`src/cmpi_pkg.sv`:
```
// Shared constants and carrier types for the chip mode and part identification block
package cmpi_pkg;

	// APB geometry
	localparam int unsigned ADDR_W = 12;
	localparam int unsigned DATA_W = 32;

	// Register indices; the byte address is four times the index
	localparam logic [9:0] IDX_PART_ID_HIGH = 10'h01A;
	localparam logic [9:0] IDX_PART_ID_LOW  = 10'h01B;
	localparam logic [9:0] IDX_MODE         = 10'h020;
	localparam logic [9:0] IDX_PAGE         = 10'h021;

	// Mode register fields
	localparam int unsigned MODE_NORMAL_BIT = 0;
	localparam int unsigned MODE_DEBUG_BIT  = 1;

	// Identification fields; values are arbitrary
	localparam logic [3:0]  ID_MAJOR_FAMILY = 4'h2;
	localparam logic [5:0]  ID_MINOR_FAMILY = 6'h0D;
	localparam logic [1:0]  ID_MAJOR_MASK   = 2'h1;
	localparam logic [3:0]  ID_MINOR_MASK   = 4'h2;
	localparam logic [15:0] PART_ID         = {ID_MAJOR_FAMILY, ID_MINOR_FAMILY, ID_MAJOR_MASK, ID_MINOR_MASK};

	// Program page window
	localparam int unsigned PAGE_W     = 4;
	localparam int unsigned WIN_OFS_W  = 14;
	localparam int unsigned GADDR_W    = 18;
	localparam logic [15:0] WIN_BASE   = 16'h8000;
	localparam logic [15:0] WIN_LAST   = 16'hBFFF;
	localparam logic [1:0]  GADDR_FILL = 2'h3;
	localparam logic [3:0]  PAGE_RESET = 4'h0;

	// Boot fetch addresses
	localparam logic [15:0] RESET_VECTOR_ADDR  = 16'hFFFE;
	localparam logic [15:0] MONITOR_ENTRY_ADDR = 16'hF000;

	// Start-up and mode states
	typedef enum logic [1:0] {
		ST_HOLD    = 2'b00,
		ST_NORMAL  = 2'b01,
		ST_SPECIAL = 2'b10
	} cmpi_mode_st_t;

	// APB request from the master
	typedef struct packed {
		logic              psel;
		logic              penable;
		logic              pwrite;
		logic [ADDR_W-1:0] paddr;
		logic [DATA_W-1:0] pwdata;
		logic [3:0]        pstrb;
	} cmpi_apb_req_t;

	// APB answer to the master
	typedef struct packed {
		logic [DATA_W-1:0] prdata;
		logic              pready;
		logic              pslverr;
	} cmpi_apb_rsp_t;

endpackage

```
`src/cmpi_sync2.sv`:
```
// Two flip-flop synchroniser for the mode select pin
module cmpi_sync2 (
	// Clock
	input  wire logic clk,
	// Level in and out
	input  wire logic din,
	output wire logic dout
);
	typedef struct packed {
		logic [1:0] stage;
	} cmpi_sync_t;

	cmpi_sync_t sync_reg;
	cmpi_sync_t sync_next;

	// No reset: the pin must be tracked while the chip reset is held
	always_comb begin
		sync_next = '{stage: {sync_reg.stage[0], din}};
	end

	always_ff @(posedge clk) begin
		sync_reg <= sync_next;
	end

	assign dout = sync_reg.stage[1];
endmodule // cmpi_sync2

```
`src/cmpi_page_map.sv`:
```
// Translation of the local program window into the global address space
module cmpi_page_map (
	// Clock and reset
	input  wire logic                        clk,
	input  wire logic                        rst_n,
	// Page and local address
	input  wire logic [cmpi_pkg::PAGE_W-1:0] page,
	input  wire logic [15:0]                 local_addr,
	input  wire logic                        local_valid,
	// Translated address
	output wire logic [cmpi_pkg::GADDR_W-1:0] global_addr,
	output wire logic                         window_hit,
	output wire logic                         global_valid
);
	import cmpi_pkg::*;

	typedef struct packed {
		logic [GADDR_W-1:0] gaddr;
		logic               hit;
		logic               valid;
	} cmpi_map_t;

	cmpi_map_t map_reg;
	cmpi_map_t map_next;
	logic      in_win;

	always_comb begin
		in_win = (local_addr >= WIN_BASE) && (local_addr <= WIN_LAST);
		map_next.valid = local_valid;
		map_next.hit = local_valid && in_win;
		if (in_win) begin
			map_next.gaddr = {page, local_addr[WIN_OFS_W-1:0]};
		end else begin
			map_next.gaddr = {GADDR_FILL, local_addr};
		end
	end

	always_ff @(posedge clk or negedge rst_n) begin
		if (!rst_n) begin
			map_reg <= '0;
		end else begin
			map_reg <= map_next;
		end
	end

	assign global_addr  = map_reg.gaddr;
	assign window_hit   = map_reg.hit;
	assign global_valid = map_reg.valid;

	chk_window_map: assert property (@(posedge clk) disable iff (!rst_n)
		(local_valid && local_addr >= WIN_BASE && local_addr <= WIN_LAST) |=>
		(window_hit && global_addr == {$past(page), $past(local_addr[WIN_OFS_W-1:0])}))
		else $error("window address not mapped through page");

	chk_window_miss: assert property (@(posedge clk) disable iff (!rst_n)
		(local_valid && (local_addr < WIN_BASE || local_addr > WIN_LAST)) |=> !window_hit)
		else $error("address outside window flagged as hit");
endmodule // cmpi_page_map

```
`src/cmpi_chip_config.sv`:
```
// Chip mode latch, part identification registers and program page window behind APB
module cmpi_chip_config (
	// Clock and reset
	input  wire logic                          pclk,
	input  wire logic                          presetn,
	// APB slave
	input  wire cmpi_pkg::cmpi_apb_req_t       apb_req,
	output wire cmpi_pkg::cmpi_apb_rsp_t       apb_rsp,
	// Mode select pin
	input  wire logic                          mode_select,
	// Local program address from the core
	input  wire logic [15:0]                   local_addr,
	input  wire logic                          local_valid,
	// Global address out
	output wire logic [cmpi_pkg::GADDR_W-1:0]  global_addr,
	output wire logic                          window_hit,
	output wire logic                          global_valid,
	// Mode and boot control
	output wire logic                          mode_normal,
	output wire logic                          background_debug,
	output wire logic                          boot_strobe,
	output wire logic [15:0]                   boot_addr
);
	import cmpi_pkg::*;

	typedef struct packed {
		cmpi_mode_st_t     st;
		logic [PAGE_W-1:0] page;
		logic [DATA_W-1:0] prdata;
		logic              pready;
		logic              pslverr;
		logic              boot_strobe;
		logic [15:0]       boot_addr;
		logic              mode_normal;
		logic              debug_active;
	} cmpi_core_t;

	cmpi_core_t core_reg;
	cmpi_core_t core_next;

	logic       mode_sync;
	logic [9:0] word_idx;
	logic       setup_phase;
	logic       access_phase;
	logic       wr_lane0;
	logic       hit_id_high;
	logic       hit_id_low;
	logic       hit_mode;
	logic       hit_page;
	logic       mapped;

	// Pin is asynchronous to pclk
	cmpi_sync2 u_mode_sync (
		.clk  (pclk),
		.din  (mode_select),
		.dout (mode_sync)
	);

	cmpi_page_map u_page_map (
		.clk          (pclk),
		.rst_n        (presetn),
		.page         (core_reg.page),
		.local_addr   (local_addr),
		.local_valid  (local_valid),
		.global_addr  (global_addr),
		.window_hit   (window_hit),
		.global_valid (global_valid)
	);

	// Address decode
	always_comb begin
		word_idx     = apb_req.paddr[ADDR_W-1:2];
		setup_phase  = apb_req.psel && !apb_req.penable;
		access_phase = apb_req.psel && apb_req.penable && core_reg.pready;
		wr_lane0     = access_phase && apb_req.pwrite && apb_req.pstrb[0];
		hit_id_high  = (word_idx == IDX_PART_ID_HIGH);
		hit_id_low   = (word_idx == IDX_PART_ID_LOW);
		hit_mode     = (word_idx == IDX_MODE);
		hit_page     = (word_idx == IDX_PAGE);
		mapped       = hit_id_high || hit_id_low || hit_mode || hit_page;
	end

	always_comb begin
		core_next = core_reg;
		core_next.boot_strobe = 1'b0;
		core_next.pready = 1'b0;
		core_next.pslverr = 1'b0;

		// The synchroniser runs unreset, so its output already holds the pin level
		// sampled during reset; the first edge after release takes it.
		case (core_reg.st)
			ST_HOLD: begin
				if (mode_sync) begin
					core_next.st = ST_NORMAL;
					core_next.boot_addr = RESET_VECTOR_ADDR;
				end else begin
					core_next.st = ST_SPECIAL;
					core_next.boot_addr = MONITOR_ENTRY_ADDR;
				end
				core_next.boot_strobe = 1'b1;
			end
			ST_NORMAL: begin
				core_next.st = ST_NORMAL;
			end
			ST_SPECIAL: begin
				// Only the way out of special mode is open to software
				if (wr_lane0 && hit_mode && apb_req.pwdata[MODE_NORMAL_BIT]) begin
					core_next.st = ST_NORMAL;
				end
			end
			default: begin
				core_next.st = ST_HOLD;
			end
		endcase

		if (wr_lane0 && hit_page) begin
			core_next.page = apb_req.pwdata[PAGE_W-1:0];
		end

		core_next.mode_normal  = (core_next.st == ST_NORMAL);
		core_next.debug_active = (core_next.st == ST_SPECIAL);

		// Answer is built in the setup cycle so every bus output is a flip-flop;
		// the price is one fixed wait-free access phase.
		if (setup_phase) begin
			core_next.pready = 1'b1;
			core_next.pslverr = !mapped;
			core_next.prdata = '0;
			if (!apb_req.pwrite) begin
				if (hit_id_high) begin
					core_next.prdata[7:0] = PART_ID[15:8];
				end else if (hit_id_low) begin
					core_next.prdata[7:0] = PART_ID[7:0];
				end else if (hit_mode) begin
					core_next.prdata[MODE_NORMAL_BIT] = core_reg.mode_normal;
					core_next.prdata[MODE_DEBUG_BIT] = core_reg.debug_active;
				end else if (hit_page) begin
					core_next.prdata[PAGE_W-1:0] = core_reg.page;
				end
			end
		end
	end

	always_ff @(posedge pclk or negedge presetn) begin
		if (!presetn) begin
			core_reg.st           <= ST_HOLD;
			core_reg.page         <= PAGE_RESET;
			core_reg.prdata       <= '0;
			core_reg.pready       <= 1'b0;
			core_reg.pslverr      <= 1'b0;
			core_reg.boot_strobe  <= 1'b0;
			core_reg.boot_addr    <= RESET_VECTOR_ADDR;
			core_reg.mode_normal  <= 1'b0;
			core_reg.debug_active <= 1'b0;
		end else begin
			core_reg <= core_next;
		end
	end

	assign apb_rsp.prdata    = core_reg.prdata;
	assign apb_rsp.pready    = core_reg.pready;
	assign apb_rsp.pslverr   = core_reg.pslverr;
	assign mode_normal       = core_reg.mode_normal;
	assign background_debug  = core_reg.debug_active;
	assign boot_strobe       = core_reg.boot_strobe;
	assign boot_addr         = core_reg.boot_addr;

	chk_id_high_read: assert property (@(posedge pclk) disable iff (!presetn)
		(setup_phase && !apb_req.pwrite && hit_id_high) |=>
		(apb_rsp.pready && !apb_rsp.pslverr && apb_rsp.prdata == {24'h000000, PART_ID[15:8]}))
		else $error("part id high byte read wrong");

	chk_id_low_read: assert property (@(posedge pclk) disable iff (!presetn)
		(setup_phase && !apb_req.pwrite && hit_id_low) |=>
		(apb_rsp.pready && apb_rsp.prdata == {24'h000000, PART_ID[7:0]}))
		else $error("part id low byte read wrong");

	chk_id_fields: assert property (@(posedge pclk) disable iff (!presetn)
		(setup_phase && !apb_req.pwrite && hit_id_low) |=>
		(apb_rsp.prdata[3:0] == ID_MINOR_MASK && apb_rsp.prdata[5:4] == ID_MAJOR_MASK
		&& apb_rsp.prdata[7:6] == ID_MINOR_FAMILY[1:0]))
		else $error("part id field layout wrong");

	chk_id_write_ignored: assert property (@(posedge pclk) disable iff (!presetn)
		(access_phase && apb_req.pwrite && (hit_id_high || hit_id_low)) |=>
		($stable(core_reg.page) && $stable(core_reg.st) && !apb_rsp.pslverr))
		else $error("write to part id had an effect");

	chk_mode_capture: assert property (@(posedge pclk) disable iff (!presetn)
		(core_reg.st == ST_HOLD) |=>
		(boot_strobe && mode_normal == $past(mode_sync) && background_debug == !$past(mode_sync)))
		else $error("mode select not captured at reset release");

	chk_mode_no_return: assert property (@(posedge pclk) disable iff (!presetn)
		(mode_normal && !boot_strobe) |=> (mode_normal && !background_debug)[*2])
		else $error("normal mode left by software");

	chk_mode_exit_write: assert property (@(posedge pclk) disable iff (!presetn)
		(core_reg.st == ST_SPECIAL && wr_lane0 && hit_mode && apb_req.pwdata[MODE_NORMAL_BIT]) |=>
		(mode_normal && !background_debug))
		else $error("special mode exit write not taken");

	chk_boot_vector: assert property (@(posedge pclk) disable iff (!presetn)
		(boot_strobe && mode_normal) |-> (boot_addr == RESET_VECTOR_ADDR))
		else $error("normal mode boot not from reset vector");

	chk_debug_monitor: assert property (@(posedge pclk) disable iff (!presetn)
		(boot_strobe && !mode_normal) |-> (background_debug && boot_addr == MONITOR_ENTRY_ADDR))
		else $error("special mode boot without debug monitor");

	chk_ready_timing: assert property (@(posedge pclk) disable iff (!presetn)
		setup_phase |=> (apb_rsp.pready ##1 !apb_rsp.pready))
		else $error("access phase not answered in one cycle");

	chk_unmapped_error: assert property (@(posedge pclk) disable iff (!presetn)
		(setup_phase && !mapped) |=> (apb_rsp.pslverr && apb_rsp.prdata == 32'h00000000))
		else $error("unmapped access not flagged");

	chk_page_write: assert property (@(posedge pclk) disable iff (!presetn)
		(wr_lane0 && hit_page) |=> (core_reg.page == $past(apb_req.pwdata[PAGE_W-1:0])))
		else $error("page register write lost");

	chk_id_high_fields: assert property (@(posedge pclk) disable iff (!presetn)
		(setup_phase && !apb_req.pwrite && hit_id_high) |=>
		(apb_rsp.prdata[7:4] == ID_MAJOR_FAMILY && apb_rsp.prdata[3:0] == ID_MINOR_FAMILY[5:2]))
		else $error("part id high byte field layout wrong");

	chk_id_read_clean: assert property (@(posedge pclk) disable iff (!presetn)
		(setup_phase && !apb_req.pwrite && (hit_id_high || hit_id_low)) |=>
		(!apb_rsp.pslverr && apb_rsp.prdata[31:8] == 24'h000000))
		else $error("part id read not clean");

	chk_id_write_answer: assert property (@(posedge pclk) disable iff (!presetn)
		(setup_phase && apb_req.pwrite && (hit_id_high || hit_id_low)) |=>
		(apb_rsp.pready && !apb_rsp.pslverr))
		else $error("write to part id not answered cleanly");

	chk_special_flags: assert property (@(posedge pclk) disable iff (!presetn)
		(core_reg.st == ST_SPECIAL) |-> (background_debug && !mode_normal))
		else $error("special mode without background debug");

	chk_normal_flags: assert property (@(posedge pclk) disable iff (!presetn)
		(core_reg.st == ST_NORMAL) |-> (mode_normal && !background_debug))
		else $error("normal mode flags wrong");

	chk_normal_kept: assert property (@(posedge pclk) disable iff (!presetn)
		(core_reg.st == ST_NORMAL) |=> (core_reg.st == ST_NORMAL))
		else $error("normal mode left while running");

	chk_special_kept: assert property (@(posedge pclk) disable iff (!presetn)
		(core_reg.st == ST_SPECIAL && !(wr_lane0 && hit_mode && apb_req.pwdata[MODE_NORMAL_BIT])) |=>
		(core_reg.st == ST_SPECIAL))
		else $error("special mode left without exit write");

	chk_hold_left: assert property (@(posedge pclk) disable iff (!presetn)
		(core_reg.st == ST_HOLD) |=> (core_reg.st != ST_HOLD))
		else $error("mode not taken at first edge after reset");

	chk_strobe_single: assert property (@(posedge pclk) disable iff (!presetn)
		boot_strobe |=> !boot_strobe)
		else $error("boot strobe longer than one cycle");

	chk_boot_addr_kept: assert property (@(posedge pclk) disable iff (!presetn)
		(core_reg.st != ST_HOLD) |=> $stable(boot_addr))
		else $error("boot address moved after start-up");

	chk_mode_read: assert property (@(posedge pclk) disable iff (!presetn)
		(setup_phase && !apb_req.pwrite && hit_mode) |=>
		(apb_rsp.prdata == {30'h0, $past(background_debug), $past(mode_normal)}))
		else $error("mode register read wrong");

	chk_page_read: assert property (@(posedge pclk) disable iff (!presetn)
		(setup_phase && !apb_req.pwrite && hit_page) |=>
		(apb_rsp.prdata == {28'h0, $past(core_reg.page)}))
		else $error("page register read wrong");

	chk_page_strobe: assert property (@(posedge pclk) disable iff (!presetn)
		(access_phase && apb_req.pwrite && hit_page && !apb_req.pstrb[0]) |=>
		$stable(core_reg.page))
		else $error("page written without byte strobe");

	chk_ready_idle: assert property (@(posedge pclk) disable iff (!presetn)
		!apb_req.psel |=> !apb_rsp.pready)
		else $error("ready without a transfer");

	chk_error_with_ready: assert property (@(posedge pclk) disable iff (!presetn)
		apb_rsp.pslverr |-> apb_rsp.pready)
		else $error("error flag outside access phase");

	chk_map_valid: assert property (@(posedge pclk) disable iff (!presetn)
		local_valid |=> global_valid)
		else $error("valid local address not passed on");

	chk_map_idle: assert property (@(posedge pclk) disable iff (!presetn)
		!local_valid |=> (!global_valid && !window_hit))
		else $error("idle local address flagged");

endmodule // cmpi_chip_config

```
`config.mk`:
```
export PLATFORM = sky130hd
export DESIGN_NAME = cmpi_chip_config
export DESIGN_NICKNAME = d
export VERILOG_FILES = /design/src/cmpi_pkg.sv /design/src/cmpi_sync2.sv /design/src/cmpi_page_map.sv /design/src/cmpi_chip_config.sv
export SDC_FILE = /design/constraint.sdc
export NUM_CORES = 1
export LEC_CHECK = 0
export BUFFER_PORTS_ARGS = -buffer_cell sky130_fd_sc_hd__buf_4
export CAP_MARGIN = 20
export CORE_MARGIN = 3
export CORE_UTILIZATION = 35
export DETAILED_ROUTE_END_ITERATION = 12
export PLACE_DENSITY = 0.85
export SLEW_MARGIN = 40
export SYNTH_ARGS = -nofsm -noshare
export SYNTH_HDL_FRONTEND = slang
export SYNTH_HIERARCHICAL = 1
export SYNTH_SLANG_ARGS = --single-unit
```
`constraint.sdc`:
```
create_clock -name pclk -period 1 [get_ports pclk]
set_input_delay 0.2 -clock pclk [delete_from_list [all_inputs] [get_ports pclk]]
set_output_delay 0.2 -clock pclk [all_outputs]
set_load 0.02 [all_outputs]
```
# Word-level counts from Yosys, hierarchy flattened
# Index checks and enable logic that the tools add are counted.
# word_totals
inputBits,71
wordCells,53
reg_bits,56
output_inout_bits,73
# classes
n_reduce_logical,16
mux,14
n_lt_le_gt_ge,2
n_eq_ne,8
# ops
cell,count
equality test 10 x 5 -> 1 bit (second input constant),2
equality test 10 x 6 -> 1 bit (second input constant),2
2-to-1 mux 18 bit,1
2-to-1 mux 17 bit,1
greater-or-equal comparator 16 bit (second input constant),1
<= comparator 16 bit (second input constant),1
2-to-1 mux 7 bit,2
2-to-1 mux 12 bit,1
logical AND 1 bit,10
2-to-1 mux 2 bit,5
2-to-1 mux 4 bit,2
one-hot mux 2 bit (3 select lines),1
equality test 2 x 1 -> 1 bit (second input constant),2
equality test 2 bit (second input constant),2
logical OR 1 bit,3
2-to-1 mux 3 bit,1
zero test 1 bit,2
zero test 2 bit,1

# Logic depth before layout (Yosys ltp)
# Gate-level depths: netlist of run 1.
# logic_depth
word_depth,9
mapped_depth,5
depth_no_buf,4

# Cells and area by module
# Netlist of run 1, hierarchy kept.
# modules_own_cells
mod,seq_area_each_um2,n_inst,cells_per_inst,area_each_um2
cmpi_chip_config,451.7,1,118,1162.4
cmpi_page_map,500.5,1,25,544.3
cmpi_sync2,40.0,1,2,40.0

# Worst setup path after synthesis of run 1
# Ideal clock, no wire load.
# synth_timing
path_type,input to register
start,in apb_req[45] (netlist name)
end,"reg, netlist name core_reg[53]"
t_arrival_ns,1.370
setup_time_ns,0.125
required_ns,0.875
stages,4
setup_slack_ns,-0.495
path_cell_list,or4_4 > nor3_2 > nand3_2 > mux2_2
# synth_between
elab_chain_len,2
# synth_rtl
element,line_no,text
from (decl),cmpi_chip_config.sv:7,"input wire cmpi_pkg::cmpi_apb_req_t apb_req,"
equality test 10 x 6 -> 1 bit,cmpi_chip_config.sv:79,hit_page = (word_idx == IDX_PAGE);
logical AND 1 bit,cmpi_chip_config.sv:116,if (wr_lane0 && hit_page) begin
# Every way passes these cells.
# A chain may end at the register's enable or synchronous reset.

# Worst setup path after layout of run 1
# layout_timing
start,in apb_req[45] (netlist name)
end,reg core_reg (netlist bit apb_rsp[5])
# layout_between
elab_chain_len,6
# layout_rtl
element,line_no,text
equality test 10 x 6 -> 1 bit,cmpi_chip_config.sv:79,
2-to-1 mux 4 bit,cmpi_chip_config.sv:137,end else if (hit_page) begin
2-to-1 mux 2 bit,cmpi_chip_config.sv:134,end else if (hit_mode) begin
2-to-1 mux 4 bit,cmpi_chip_config.sv:132,end else if (hit_id_low) begin
2-to-1 mux 7 bit (*),cmpi_chip_config.sv:130,if (hit_id_high) begin
2-to-1 mux 7 bit (*),cmpi_chip_config.sv:129,if (!apb_req.pwrite) begin
to (signal assigned),cmpi_chip_config.sv:156,core_reg <= core_next;
to (decl),cmpi_chip_config.sv:38,cmpi_core_t core_reg;
# Every way passes the cells marked *; elsewhere a longest branch is shown, timed or not.

==> results of run 1 <==
[cell families after synthesis]
| logic type | synth area share [%] |
|---|---|
| AND/OR/NAND/NOR | 10.4 |
| AO/OA/AOI/OAI | 5.66 |
| buffers and inverters | 22.3 |
| other | 0.430 |
| multiplexers | 4.37 |
| flip-flops | 56.8 |
[worst reg2reg max path, stage by stage (launching register included)]
cell	delay, ns
dfrtp_1	0.37
nand3_1	0.09
nor2_2	0.16
nand3_2	0.14
mux2_2	0.30
[power groups by stage]
stage	combinational, mW	clock (mW)	sequential [mW]
floorplan	0.998	0	2.09
global placement	1.49	0	1.96
detailed placement	1.51	0	1.97
CTS	1.79	1.11	1.91
global route	2.10	1.17	1.95
finish	1.99	1.06	1.93
[Yosys cell counts (3+ instances only)]
master / count / share of area, %
o22ai_1: 3 / 1.1
mux2_2: 5 / 3.2
buf_4: 51 / 22
nor2_1: 9 / 1.9
nand2_1: 3 / 0.64
a22o_1: 5 / 2.5
dfrtp_1: 37 / 53
[stage by stage]
| stage | cell area, um^2 | TNS, ns | worst slack, ns | hold WS [ns] | cells |
|---|---|---|---|---|---|
| detailed placement | 2230 | -7.60 | -0.608 | 0.195 | 277 |
| finish | 2640 | -6.66 | -0.304 | 0.0132 | 296 |
| floorplan | 1870 | -4.42 | -0.419 | -0.0956 | 173 |
| global route | 2640 | -8.09 | -0.333 | 0.00121 | 296 |
| global placement | 2230 | -7.16 | -0.573 | 0.181 | 277 |
| CTS | 2560 | -6.45 | -0.306 | 0.000429 | 293 |
[per-layer routing]
| layer | share of wire [%] | up-vias |
|---|---|---|
| li1 | - | 566 |
| met1 | 33 | 562 |
| met2 | 58 | 45 |
| met4 | 1.7 | 0 |
| met5 | 0 | - |
| met3 | 7.1 | 8 |
[layout make-up]
| type | count | area [um^2] | area share [%] |
|---|---|---|---|
| multi-input combinational | 80 | 536 | 20.3 |
| tap | 67 | 83.8 | 3.18 |
| inverter | 1 | 3.75 | 0.142 |
| timing repair buffer | 100 | 933 | 35.4 |
| sequential | 40 | 992 | 37.6 |
| clock buffer | 8 | 90.1 | 3.41 |
[worst max-delay path by stage]
stage,depth (start not counted),slack (ns),to,from
after floorplan,4,-0.42,core_reg[53],apb_req[45]
after global placement,5,-0.57,core_reg[55],apb_req[45]
after detailed placement,5,-0.61,core_reg[55],apb_req[45]
after CTS,2,-0.31,boot_addr[7],boot_addr[10]
after global routing,2,-0.33,boot_addr[4],boot_addr[10]
final,6,-0.30,apb_rsp[5],apb_req[45]
[what timing repair did]
action | CTS | global route
gates resized for setup | 45 | 15
pin swaps | 3 | 3
hold buffers | 1 | 0
endpoints found under the hold margin | 37 | 0
setup endpoints to repair | 58 | 59
buffers inserted | 7 | 3
==> results by group, run 1 <==
Outcome
  • Outcome: finished, violations left
  • Failing checks: negative setup slack

Timing
  • Fin crit share: 130%
  • Max-slew violations: 0
  • RSZ-0062 raised after global routing: yes
  • Endpoints failing hold: 0
  • Final Setup Violations: 36
  • Final setup skew: 0.00478 ns
  • Fmax: 0.767 GHz
  • Final worst slack: -0.304 ns
  • Minimum clock period: 1.30 ns

Global route
  • GR Util met2: 24.8%
  • Gr busiest metal: met2
  • Initial antenna violation count: 0
  • Global-route wire length before repair: 5.86 mm
  • Vias in the first global route: 1241
  • GRT Residual Overflow: 0
  • GRT Util Overall: 12.8%
  • Met1 Resource Use GR: 11.9%
  • Largest net degree at the start of global routing: 39
  • Met3 usage: 4.37%

Synth
  • Yosys warns: 6
  • Mapped Area: 1750 um^2
  • Syn_area_per_cell: 12.0 um^2
  • Cells after synthesis: 145
  • Asr flop ratio synth: 95.0%
  • Number of library cell types mapped by synthesis: 32
  • Most used DFF post-synth: dfrtp_1
  • Post-synthesis sequential area ratio: 56.8%
  • Synthesized flop and latch total: 40
  • EDFF count, synth: 0

Drt
  • Via-per-instance ratio: 3.99
  • ANT nets after route: 0
  • First-pass DRT Iterations: 3
  • Avg WL per Cell: 12.8 um
  • DRC Markers: 0
  • Final wirelength: 3.80 mm
  • Violation count after the first detailed-route iteration: 38
  • Vias: 1181

Place
  • HPWL after DPL: 2.83 mm
  • Port Buffers: 80
  • Final GP Congestion: 0.753

Setup path
  • Startpoint types: input port
  • FF-to-FF End: core_reg[55]
  • Critical path type: input port to flop
  • CP arrival: 1.53 ns
  • CP bufs+invs: 2
  • Worst path cell trace: buf_6, or4_4, buf_4, nor3_4, and3_4, a22o_1
  • CP max-delay cell: or4_4
  • CP endpoint kind: flop
  • Crit path max-delay family: simple AND/OR/NAND/NOR gates
  • Slowest stage delay, CP: 0.56 ns
  • Critical register-to-register path startpoint: apb_rsp[1]
  • CP required: 1.23 ns
  • R2R Setup Slk: -0.17 ns
  • Worst reg-to-reg path cell count: 4
  • Crit-path max FO: 3

Power
  • NetSw: 1.63 mW
  • Leak Pwr: 1.34 nW
  • Maximum vdd drop: 883 uV
  • Flop pwr share: 38.7%
  • Clk pwr share: 21.4%
  • Power Dens Cells: 1890 nW/um^2
  • Pwr Total: 4.98 mW
  • Gate power share: 39.9%
  • P_int: 3.35 mW
  • Net Sw Frac: 32.7%

Final layout
  • Synth-to-Final Area Change: 51.1%
  • Layout cells sized above 1: 55.5%
  • Commonest non-fill, non-tap cell in the layout: buf_4
  • Fill cells: 423
  • Highest-count cells in the layout ignoring fill and taps: buf_4 (51), buf_6 (48), dfrtp_1 (37)
  • Max reg flops: 18
  • Final Util: 55.1%
  • N_diodes: 0
  • Net count, final: 299

Floorplan
  • Core Area: 4790 um^2
  • Initial Utilization: 36.5%
  • Full die area: 5870 um^2
  • # rows: 25
  • Die W: 76.6 um
  • Die height: 76.6 um
  • # IOs: 144

Clock network
  • Sink Count: 40
  • Clock slew at reported path FFs: 0.07 ns
  • TritonCTS clock tree: built
  • # H-tree levels: 2
  • Root Driver: clkbuf_8
  • Number of CTS-inserted buffers: 5
  • CTS Buffer Depth: 2
  • Clock latency on the worst-skew pair: 0.29 ns

Worst hold path
  • WHS Endpoint: u_mode_sync/sync_reg[0]
  • Hold Crit Depth: 1
  • Worst Hold Class: input port to flop
  • Hold Crit Start: mode_select

Flow run
  • Max Cap Violations: 0
Power figures use the tool's default switching activity.
==> inputs of run 2 (changes only) <==
--- a/config.mk
+++ b/config.mk
@@ -11,6 +11,7 @@
 export CORE_UTILIZATION = 35
 export DETAILED_ROUTE_END_ITERATION = 12
 export PLACE_DENSITY = 0.85
+export REMOVE_ABC_BUFFERS = 1
 export SLEW_MARGIN = 40
 export SYNTH_ARGS = -nofsm -noshare
 export SYNTH_HDL_FRONTEND = slang
==> constraint.sdc (replaced) <==
create_clock -name pclk -period 1.1 [get_ports pclk]
set_input_delay 0.22 -clock pclk [delete_from_list [all_inputs] [get_ports pclk]]
set_output_delay 0.22 -clock pclk [all_outputs]
set_load 0.02 [all_outputs]
==> run 2 against run 1 <==
  * The flow still finishes with violations (negative setup slack)
  * Routed wire length decreased by 2.7%
  * Sequential power down 9%
  * Die area unchanged
  * Largest power group is now registers
==> results by group, run 2 (synthesized netlist as in run 1, its figures left out) <==
Clock network
  • Number of CTS-inserted buffers: 5 (unchanged)
  • Root Driver: clkbuf_8
  • CTS Buffer Depth: 2 (unchanged)
  • Clock latency on the worst-skew pair: 0.28 ns (about the same)
  • Sink Count: 40 (unchanged)
  • # H-tree levels: 2 (unchanged)
  • TritonCTS clock tree: built
  • Clock slew at reported path FFs: 0.07 ns (about the same)

Setup path
  • Startpoint types: flop
  • CP most frequent cell: buf_6
  • Crit path max-delay family: flip-flops
  • CP endpoint kind: output port
  • Crit-path max FO: 6 (+3)
  • Slowest stage delay, CP: 0.57 ns (about the same)
  • CP max-delay cell: dfstp_2
  • R2R Setup Slk: -0.06 ns (+0.11 ns)
  • CP bufs+invs: 2 (unchanged)
  • Worst reg-to-reg path cell count: 4 (unchanged)
  • CP arrival: 1.10 ns (-0.43 ns)
  • CP required: 0.88 ns (-0.35 ns)
  • Worst path cell trace: buf_6, buf_6
  • Critical path type: flop to output port
  • FF-to-FF End: core_reg[56]
  • Critical register-to-register path startpoint: apb_rsp[1]

Global route
  • Global-route wire length before repair: 6.04 mm (+3.2%)
  • Initial antenna violation count: 0 (unchanged)
  • GR Util met2: 21.8% (-3.0 points)
  • GRT Util Overall: 12.9% (+0.16 points)
  • Gr busiest metal: met2
  • Met1 Resource Use GR: 14.6% (+2.7 points)
  • Vias in the first global route: 1295 (+4.4%)
  • Met3 usage: 6.38% (+2.0 points)
  • GRT Residual Overflow: 0 (unchanged)
  • Largest net degree at the start of global routing: 39 (unchanged)

Place
  • Pre-CTS WS: -0.625 ns (-0.0173 ns)
  • HPWL after DPL: 2.79 mm (-1.4%)
  • Final GP Congestion: 0.757 (+0.57%)
  • Port Buffers: 80 (unchanged)

Floorplan
  • # IOs: 144 (unchanged)
  • Core Area: 4790 um^2 (unchanged)
  • # rows: 25 (unchanged)
  • Full die area: 5870 um^2 (unchanged)
  • Initial Utilization: 36.5% (unchanged)
  • Die W: 76.6 um (unchanged)
  • Die height: 76.6 um (unchanged)

Outcome
  • Outcome: finished, violations left
  • Failing checks: negative setup slack

Power
  • Power Dens Cells: 1810 nW/um^2 (-4.3%)
  • Leak Pwr: 1.27 nW (-4.7%)
  • Maximum vdd drop: 1470 uV (+66%)
  • Pwr Total: 4.53 mW (-9.2%)

Timing
  • Final Setup Violations: 25 (-31%)
  • Fmax: 0.758 GHz
  • Fin crit share: 120%
  • Minimum clock period: 1.32 ns
  • Max-slew violations: 0 (unchanged)
  • RSZ-0062 raised after global routing: yes
  • Endpoints failing hold: 0 (unchanged)
  • Final worst slack: -0.219 ns (+0.0854 ns)
  • Final setup skew: 0.00853 ns (+0.00375 ns)
  • Hold_ws: 0.0413 ns (+0.0282 ns)

Final layout
  • Commonest non-fill, non-tap cell in the layout: buf_4
  • Net count, final: 291 (-2.7%)
  • Synth-to-Final Area Change: 43.3%
  • N_diodes: 0 (unchanged)
  • Highest-count cells in the layout ignoring fill and taps: buf_4 (72), dfrtp_1 (37), conb_1 (30)
  • Max reg flops: 18 (unchanged)
  • Layout cells sized above 1: 55.0% (-0.46 points)
  • Fill cells: 428 (+1.2%)

Worst hold path
  • WHS Endpoint: u_page_map/global_addr[10]
  • Hold Crit Start: local_addr[10]
  • Worst Hold Class: input port to flop
  • Hold Crit Depth: 1 (unchanged)

Drt
  • ANT nets after route: 0 (unchanged)
  • Vias: 1168 (-1.1%)
  • First-pass DRT Iterations: 3 (unchanged)
  • Final wirelength: 3.70 mm (-2.7%)
  • Avg WL per Cell: 12.9 um (+0.34%)
  • Violation count after the first detailed-route iteration: 32 (-16%)
  • DRC Markers: 0 (unchanged)
  • Via-per-instance ratio: 4.07 (+2.0%)

Flow run
  • Max Cap Violations: 0 (unchanged)
-- run 2: changes by cell type in the layout (fill, tap and decap cells not counted), sizes merged --
cell,previous run,this run
buf,99,91
clkbuf,8,7
-- run 2: metal layers --
layer | part of all wire (%) | wire length, um
met1 | 37 | 1350
met2 | 51 | 1890
met3 | 12 | 449
met4 | 0.22 | 8
met5 | 0 | 0
-- run 2: report_power, final --
part           leakage (nW)  internal, mW  switching [mW]
combinational         0.735         0.839           0.899
clock                0.0503         0.559           0.467
sequential            0.487          1.64           0.124
total                  1.27          3.04            1.49
-- run 2: timing repair --
action	in CTS	in global routing
endpoints found under the hold margin	37	0
gates resized for setup	25	11
pin swaps	6	1
hold buffers	1	0
buffers inserted	3	1
endpoints found under the setup margin	25	31
-- run 2: stage by stage --
step | utilization, % | instance area (um^2) | instances | TNS, ns
2_1_floorplan | - | 1470 | 121 | -8.50
3_3_place_gp | 46.0 | 2200 | 275 | -7.15
3_5_place_dp | 46.0 | 2200 | 275 | -7.61
4_1_cts | 51.2 | 2450 | 286 | -4.30
5_1_grt | 52.3 | 2500 | 287 | -5.36
6_report | 52.3 | 2500 | 287 | -4.38
-- run 2: worst max path at each step --
stage	from	end	slack, ns	depth (start not counted)
final	boot_addr[10]	boot_addr[8]	-0.22	2
after global routing	boot_addr[10]	boot_addr[8]	-0.27	2
after CTS	boot_addr[10]	boot_addr[8]	-0.22	2
after detailed placement	apb_req[45]	mode_normal	-0.63	6
after global placement	apb_req[45]	core_reg[55]	-0.56	5
after floorplan	boot_addr[10]	boot_addr[10]	-0.49	1
-- run 2: layout make-up --
| type | instances | area [um^2] | area share, % |
|---|---|---|---|
| Clock buffer | 7 | 96.3 | 3.85 |
| Inverter | 1 | 3.75 | 0.150 |
| Multi-Input combinational cell | 80 | 551 | 22.0 |
| Sequential cell | 40 | 992 | 39.6 |
| Tap cell | 67 | 83.8 | 3.35 |
| Timing Repair Buffer | 92 | 777 | 31.0 |
==> inputs of run 3 (changes only) <==
--- a/config.mk
+++ b/config.mk
@@ -10,10 +10,9 @@
 export CORE_MARGIN = 3
 export CORE_UTILIZATION = 35
 export DETAILED_ROUTE_END_ITERATION = 12
-export PLACE_DENSITY = 0.85
+export PLACE_DENSITY = 0.84
 export REMOVE_ABC_BUFFERS = 1
 export SLEW_MARGIN = 40
 export SYNTH_ARGS = -nofsm -noshare
 export SYNTH_HDL_FRONTEND = slang
-export SYNTH_HIERARCHICAL = 1
 export SYNTH_SLANG_ARGS = --single-unit
==> run 3 against run 2 <==
  * The run still ends with negative setup slack left
  * Clock power increased by 12%
  * Clock skew increased by 0.0040 ns
  * Hold slack improved by 0.0025 ns
  * Die area increased by 2.4%
  * Sequential power decreased by 2%
  * Routed wire length increased by 6.5%
  * Non-clock buffer count increased by 6
  * Worst setup slack got worse by 0.23 ns
  * Critical endpoint is now core_reg[55]
  * Largest cell class unchanged
  * Highest routed layer unchanged
==> results by group, run 3 <==
Outcome
  • Outcome: finished, violations left
  • Failing checks: negative setup slack

Global route
  • Global-route wire length before repair: 5.90 mm (-2.4%)
  • GRT Residual Overflow: 0 (unchanged)
  • Vias in the first global route: 1274 (-1.6%)
  • GRT Util Overall: 12.5% (-0.39 points)
  • Initial antenna violation count: 0 (unchanged)
  • Largest net degree at the start of global routing: 39 (unchanged)

Synth
  • Ranking of synthesized cells by area: dfrtp_1 (52%), buf_4 (21%), mux2_4 (3.4%), nand2_1 (2.3%), dfxtp_1 (2.2%)
  • Post-synthesis sequential area ratio: 55.4% (-1.4 points)
  • Synthesized flop and latch total: 40 (unchanged)
  • Commonest cells in the synthesized netlist: buf_4 (50), dfrtp_1 (37), nand2_1 (11), o21ai_0 (5)
  • EDFF count, synth: 0 (unchanged)
  • Syn_area_per_cell: 11.7 um^2 (-2.8%)
  • Cells after synthesis: 153 (+5.5%)
  • Yosys warns: 0 (-6)
  • Synth area leader: dfrtp_1
  • Asr flop ratio synth: 95.0% (unchanged)
  • Number of library cell types mapped by synthesis: 34 (+6.3%)
  • Mapped Area: 1790 um^2 (+2.6%)
  • Most used DFF post-synth: dfrtp_1
  • Yosys top cell area share: 51.7% (-1.3 points)
  • Top-count cell post-synth: buf_4

Floorplan
  • Die height: 77.6 um (+1.2%)
  • Initial Utilization: 37.0% (+0.46 points)
  • Core Area: 4850 um^2 (+1.3%)
  • # IOs: 144 (unchanged)
  • # rows: 25 (unchanged)
  • Die W: 77.6 um (+1.2%)
  • Full die area: 6010 um^2 (+2.4%)

Timing
  • Final worst slack: -0.453 ns (-0.234 ns)
  • Minimum clock period: 1.55 ns (+0.234 ns)
  • Fin crit share: 141% (+21 points)
  • RSZ-0062 raised after global routing: yes
  • Final setup skew: 0.0126 ns (+0.00403 ns)
  • Endpoints failing hold: 0 (unchanged)
  • Setup TNS Final: -6.65 ns (-2.27 ns)
  • Final Setup Violations: 27 (+8.0%)
  • Hold_ws: 0.0439 ns (+0.00252 ns)
  • Max-slew violations: 0 (unchanged)
  • Fmax: 0.644 GHz (-15%)

Drt
  • ANT nets after route: 0 (unchanged)
  • DRC Markers: 0 (unchanged)
  • Violation count after the first detailed-route iteration: 39 (+22%)
  • Via-per-instance ratio: 4.18 (+2.7%)
  • Avg WL per Cell: 13.1 um (+1.5%)
  • Vias: 1258 (+7.7%)
  • Final wirelength: 3.94 mm (+6.5%)
  • First-pass DRT Iterations: 4 (+1)

Setup path
  • Worst path cell trace: buf_6, or4_4, nor4_4, and3_4, mux2_4
  • CP arrival: 1.72 ns (+0.62 ns)
  • Startpoint types: input port
  • Crit-path max FO: 4 (-2)
  • Critical path type: input port to flop
  • CP endpoint kind: flop
  • R2R Setup Slk: -0.30 ns (-0.24 ns)
  • Slowest stage delay, CP: 0.55 ns (-0.02 ns)
  • CP max-delay cell: or4_4
  • CP required: 1.26 ns (+0.38 ns)
  • CP bufs+invs: 1 (-1)
  • Crit path max-delay family: simple AND/OR/NAND/NOR gates

Power
  • Gate power share: 36.7% (-1.7 points)
  • Power Dens Cells: 1760 nW/um^2 (-2.9%)
  • Pwr Total: 4.54 mW (+0.39%)
  • Flop pwr share: 37.9% (-1.0 points)
  • NetSw: 1.43 mW (-4.0%)
  • Net Sw Frac: 31.5% (-1.4 points)
  • Leak Pwr: 1.28 nW (+0.96%)
  • P_int: 3.11 mW (+2.5%)
  • Clk pwr share: 25.4% (+2.7 points)
  • Maximum vdd drop: 1340 uV (-8.8%)

Place
  • HPWL after DPL: 2.84 mm (+1.7%)
  • Final GP Congestion: 0.777 (+2.6%)
  • Port Buffers: 80 (unchanged)

Final layout
  • Highest-count cells in the layout ignoring fill and taps: buf_4 (74), dfrtp_1 (36), conb_1 (30)
  • Net count, final: 304 (+4.5%)
  • Fill cells: 442 (+3.3%)
  • Layout cells sized above 1: 52.6% (-2.4 points)
  • Commonest non-fill, non-tap cell in the layout: buf_4
  • Max reg flops: 18 (unchanged)
  • N_diodes: 0 (unchanged)
  • Final Util: 53.4% (+1.1 points)
  • Synth-to-Final Area Change: 44.4%

Clock network
  • Number of CTS-inserted buffers: 5 (unchanged)
  • # H-tree levels: 2 (unchanged)
  • TritonCTS clock tree: built
  • Clock slew at reported path FFs: 0.07 ns (about the same)
  • Clock latency on the worst-skew pair: 0.29 ns (about the same)
  • CTS Buffer Depth: 2 (unchanged)
  • Sink Count: 40 (unchanged)
  • Root Driver: clkbuf_8

Worst hold path
  • Worst Hold Class: input port to flop

Flow run
  • Max Cap Violations: 0 (unchanged)
-- run 3: cell types whose count changed in the layout (fill, tap and decap cells not counted), moves of 3 or more --
cell / delta
buf_6: +6
o21ai_1: +3
mux2_4: +4
mux2_2: -4
nor2_1: -3
a22o_1: -4
nand2_1: +8
-- run 3: metal layers --
layer | vias to the layer above | part of all wire (%) | global-route usage [%] | wire length [um]
li1 | 586 | - | - | -
met1 | 597 | 35 | 13.0 | 1380
met2 | 71 | 54 | 22.5 | 2120
met3 | 4 | 10 | 5.80 | 406
met4 | 0 | 0.56 | 3.56 | 22
met5 | - | 0 | 0 | 0
-- run 3: repair_timing --
item	4_1_cts	5_1_grt
endpoints found under the setup margin	27	30
gates resized for setup	33	10
hold endpoints to repair	37	0
setup buffers	6	4
pin swaps	8	8
hold buffers	1	0
-- run 3: path summary, 6_finish.rpt --
path / start / to / cells past startpoint
hold / removal: local_addr[8] / u_page_map.global_addr[8] / 1
min in group asynchronous: presetn / apb_rsp[1] / 2
setup reg to reg: apb_rsp[1] / core_reg[55] / 4
hold reg to reg: u_mode_sync.sync_reg[0] / u_mode_sync.sync_reg[1] / 0
setup / recovery: apb_req[46] / core_reg[55] / 5
max in group asynchronous: presetn / core_reg[58] / 2
-- run 3: cell families (layout without fill, tap and decap cells) --
| family | count (synthesis) | count (layout) | share of synthesized area [%] |
|---|---|---|---|
| compound gates | 16 | 16 | 5.80 |
| simple gates | 34 | 34 | 11.5 |
| flops | 40 | 40 | 55.4 |
| mux | 6 | 6 | 4.54 |
| buf+inv | 55 | 108 | 22.4 |
| other cells | 2 | 30 | 0.419 |
-- run 3: power by group through the flow --
stage	Clock [mW]	Combinational, mW	Sequential (mW)
floorplan	0	0.215	2.15
global placement	0	1.24	1.76
detailed placement	0	1.26	1.77
CTS	1.18	1.61	1.71
global route	1.26	1.75	1.74
finish	1.15	1.67	1.72
-- run 3: stage by stage --
step / instance area, um^2 / worst slack (ns) / cells
6_report: 2590 / -0.453 / 301
5_1_grt: 2590 / -0.461 / 301
2_1_floorplan: 1500 / -0.736 / 128
4_1_cts: 2530 / -0.447 / 299
3_3_place_gp: 2270 / -0.818 / 286
3_5_place_dp: 2270 / -0.854 / 286
-- run 3: area by class of cell --
type                    count  area, um^2  area share [%]
inverters                   2        7.51           0.290
well taps                  67        83.8            3.24
clock buffers               6        72.6            2.80
repair buffers             98         825            31.9
flip-flops and latches     40         993            38.4
multi-input cells          86         571            22.1
clock inverters             2        35.0            1.35
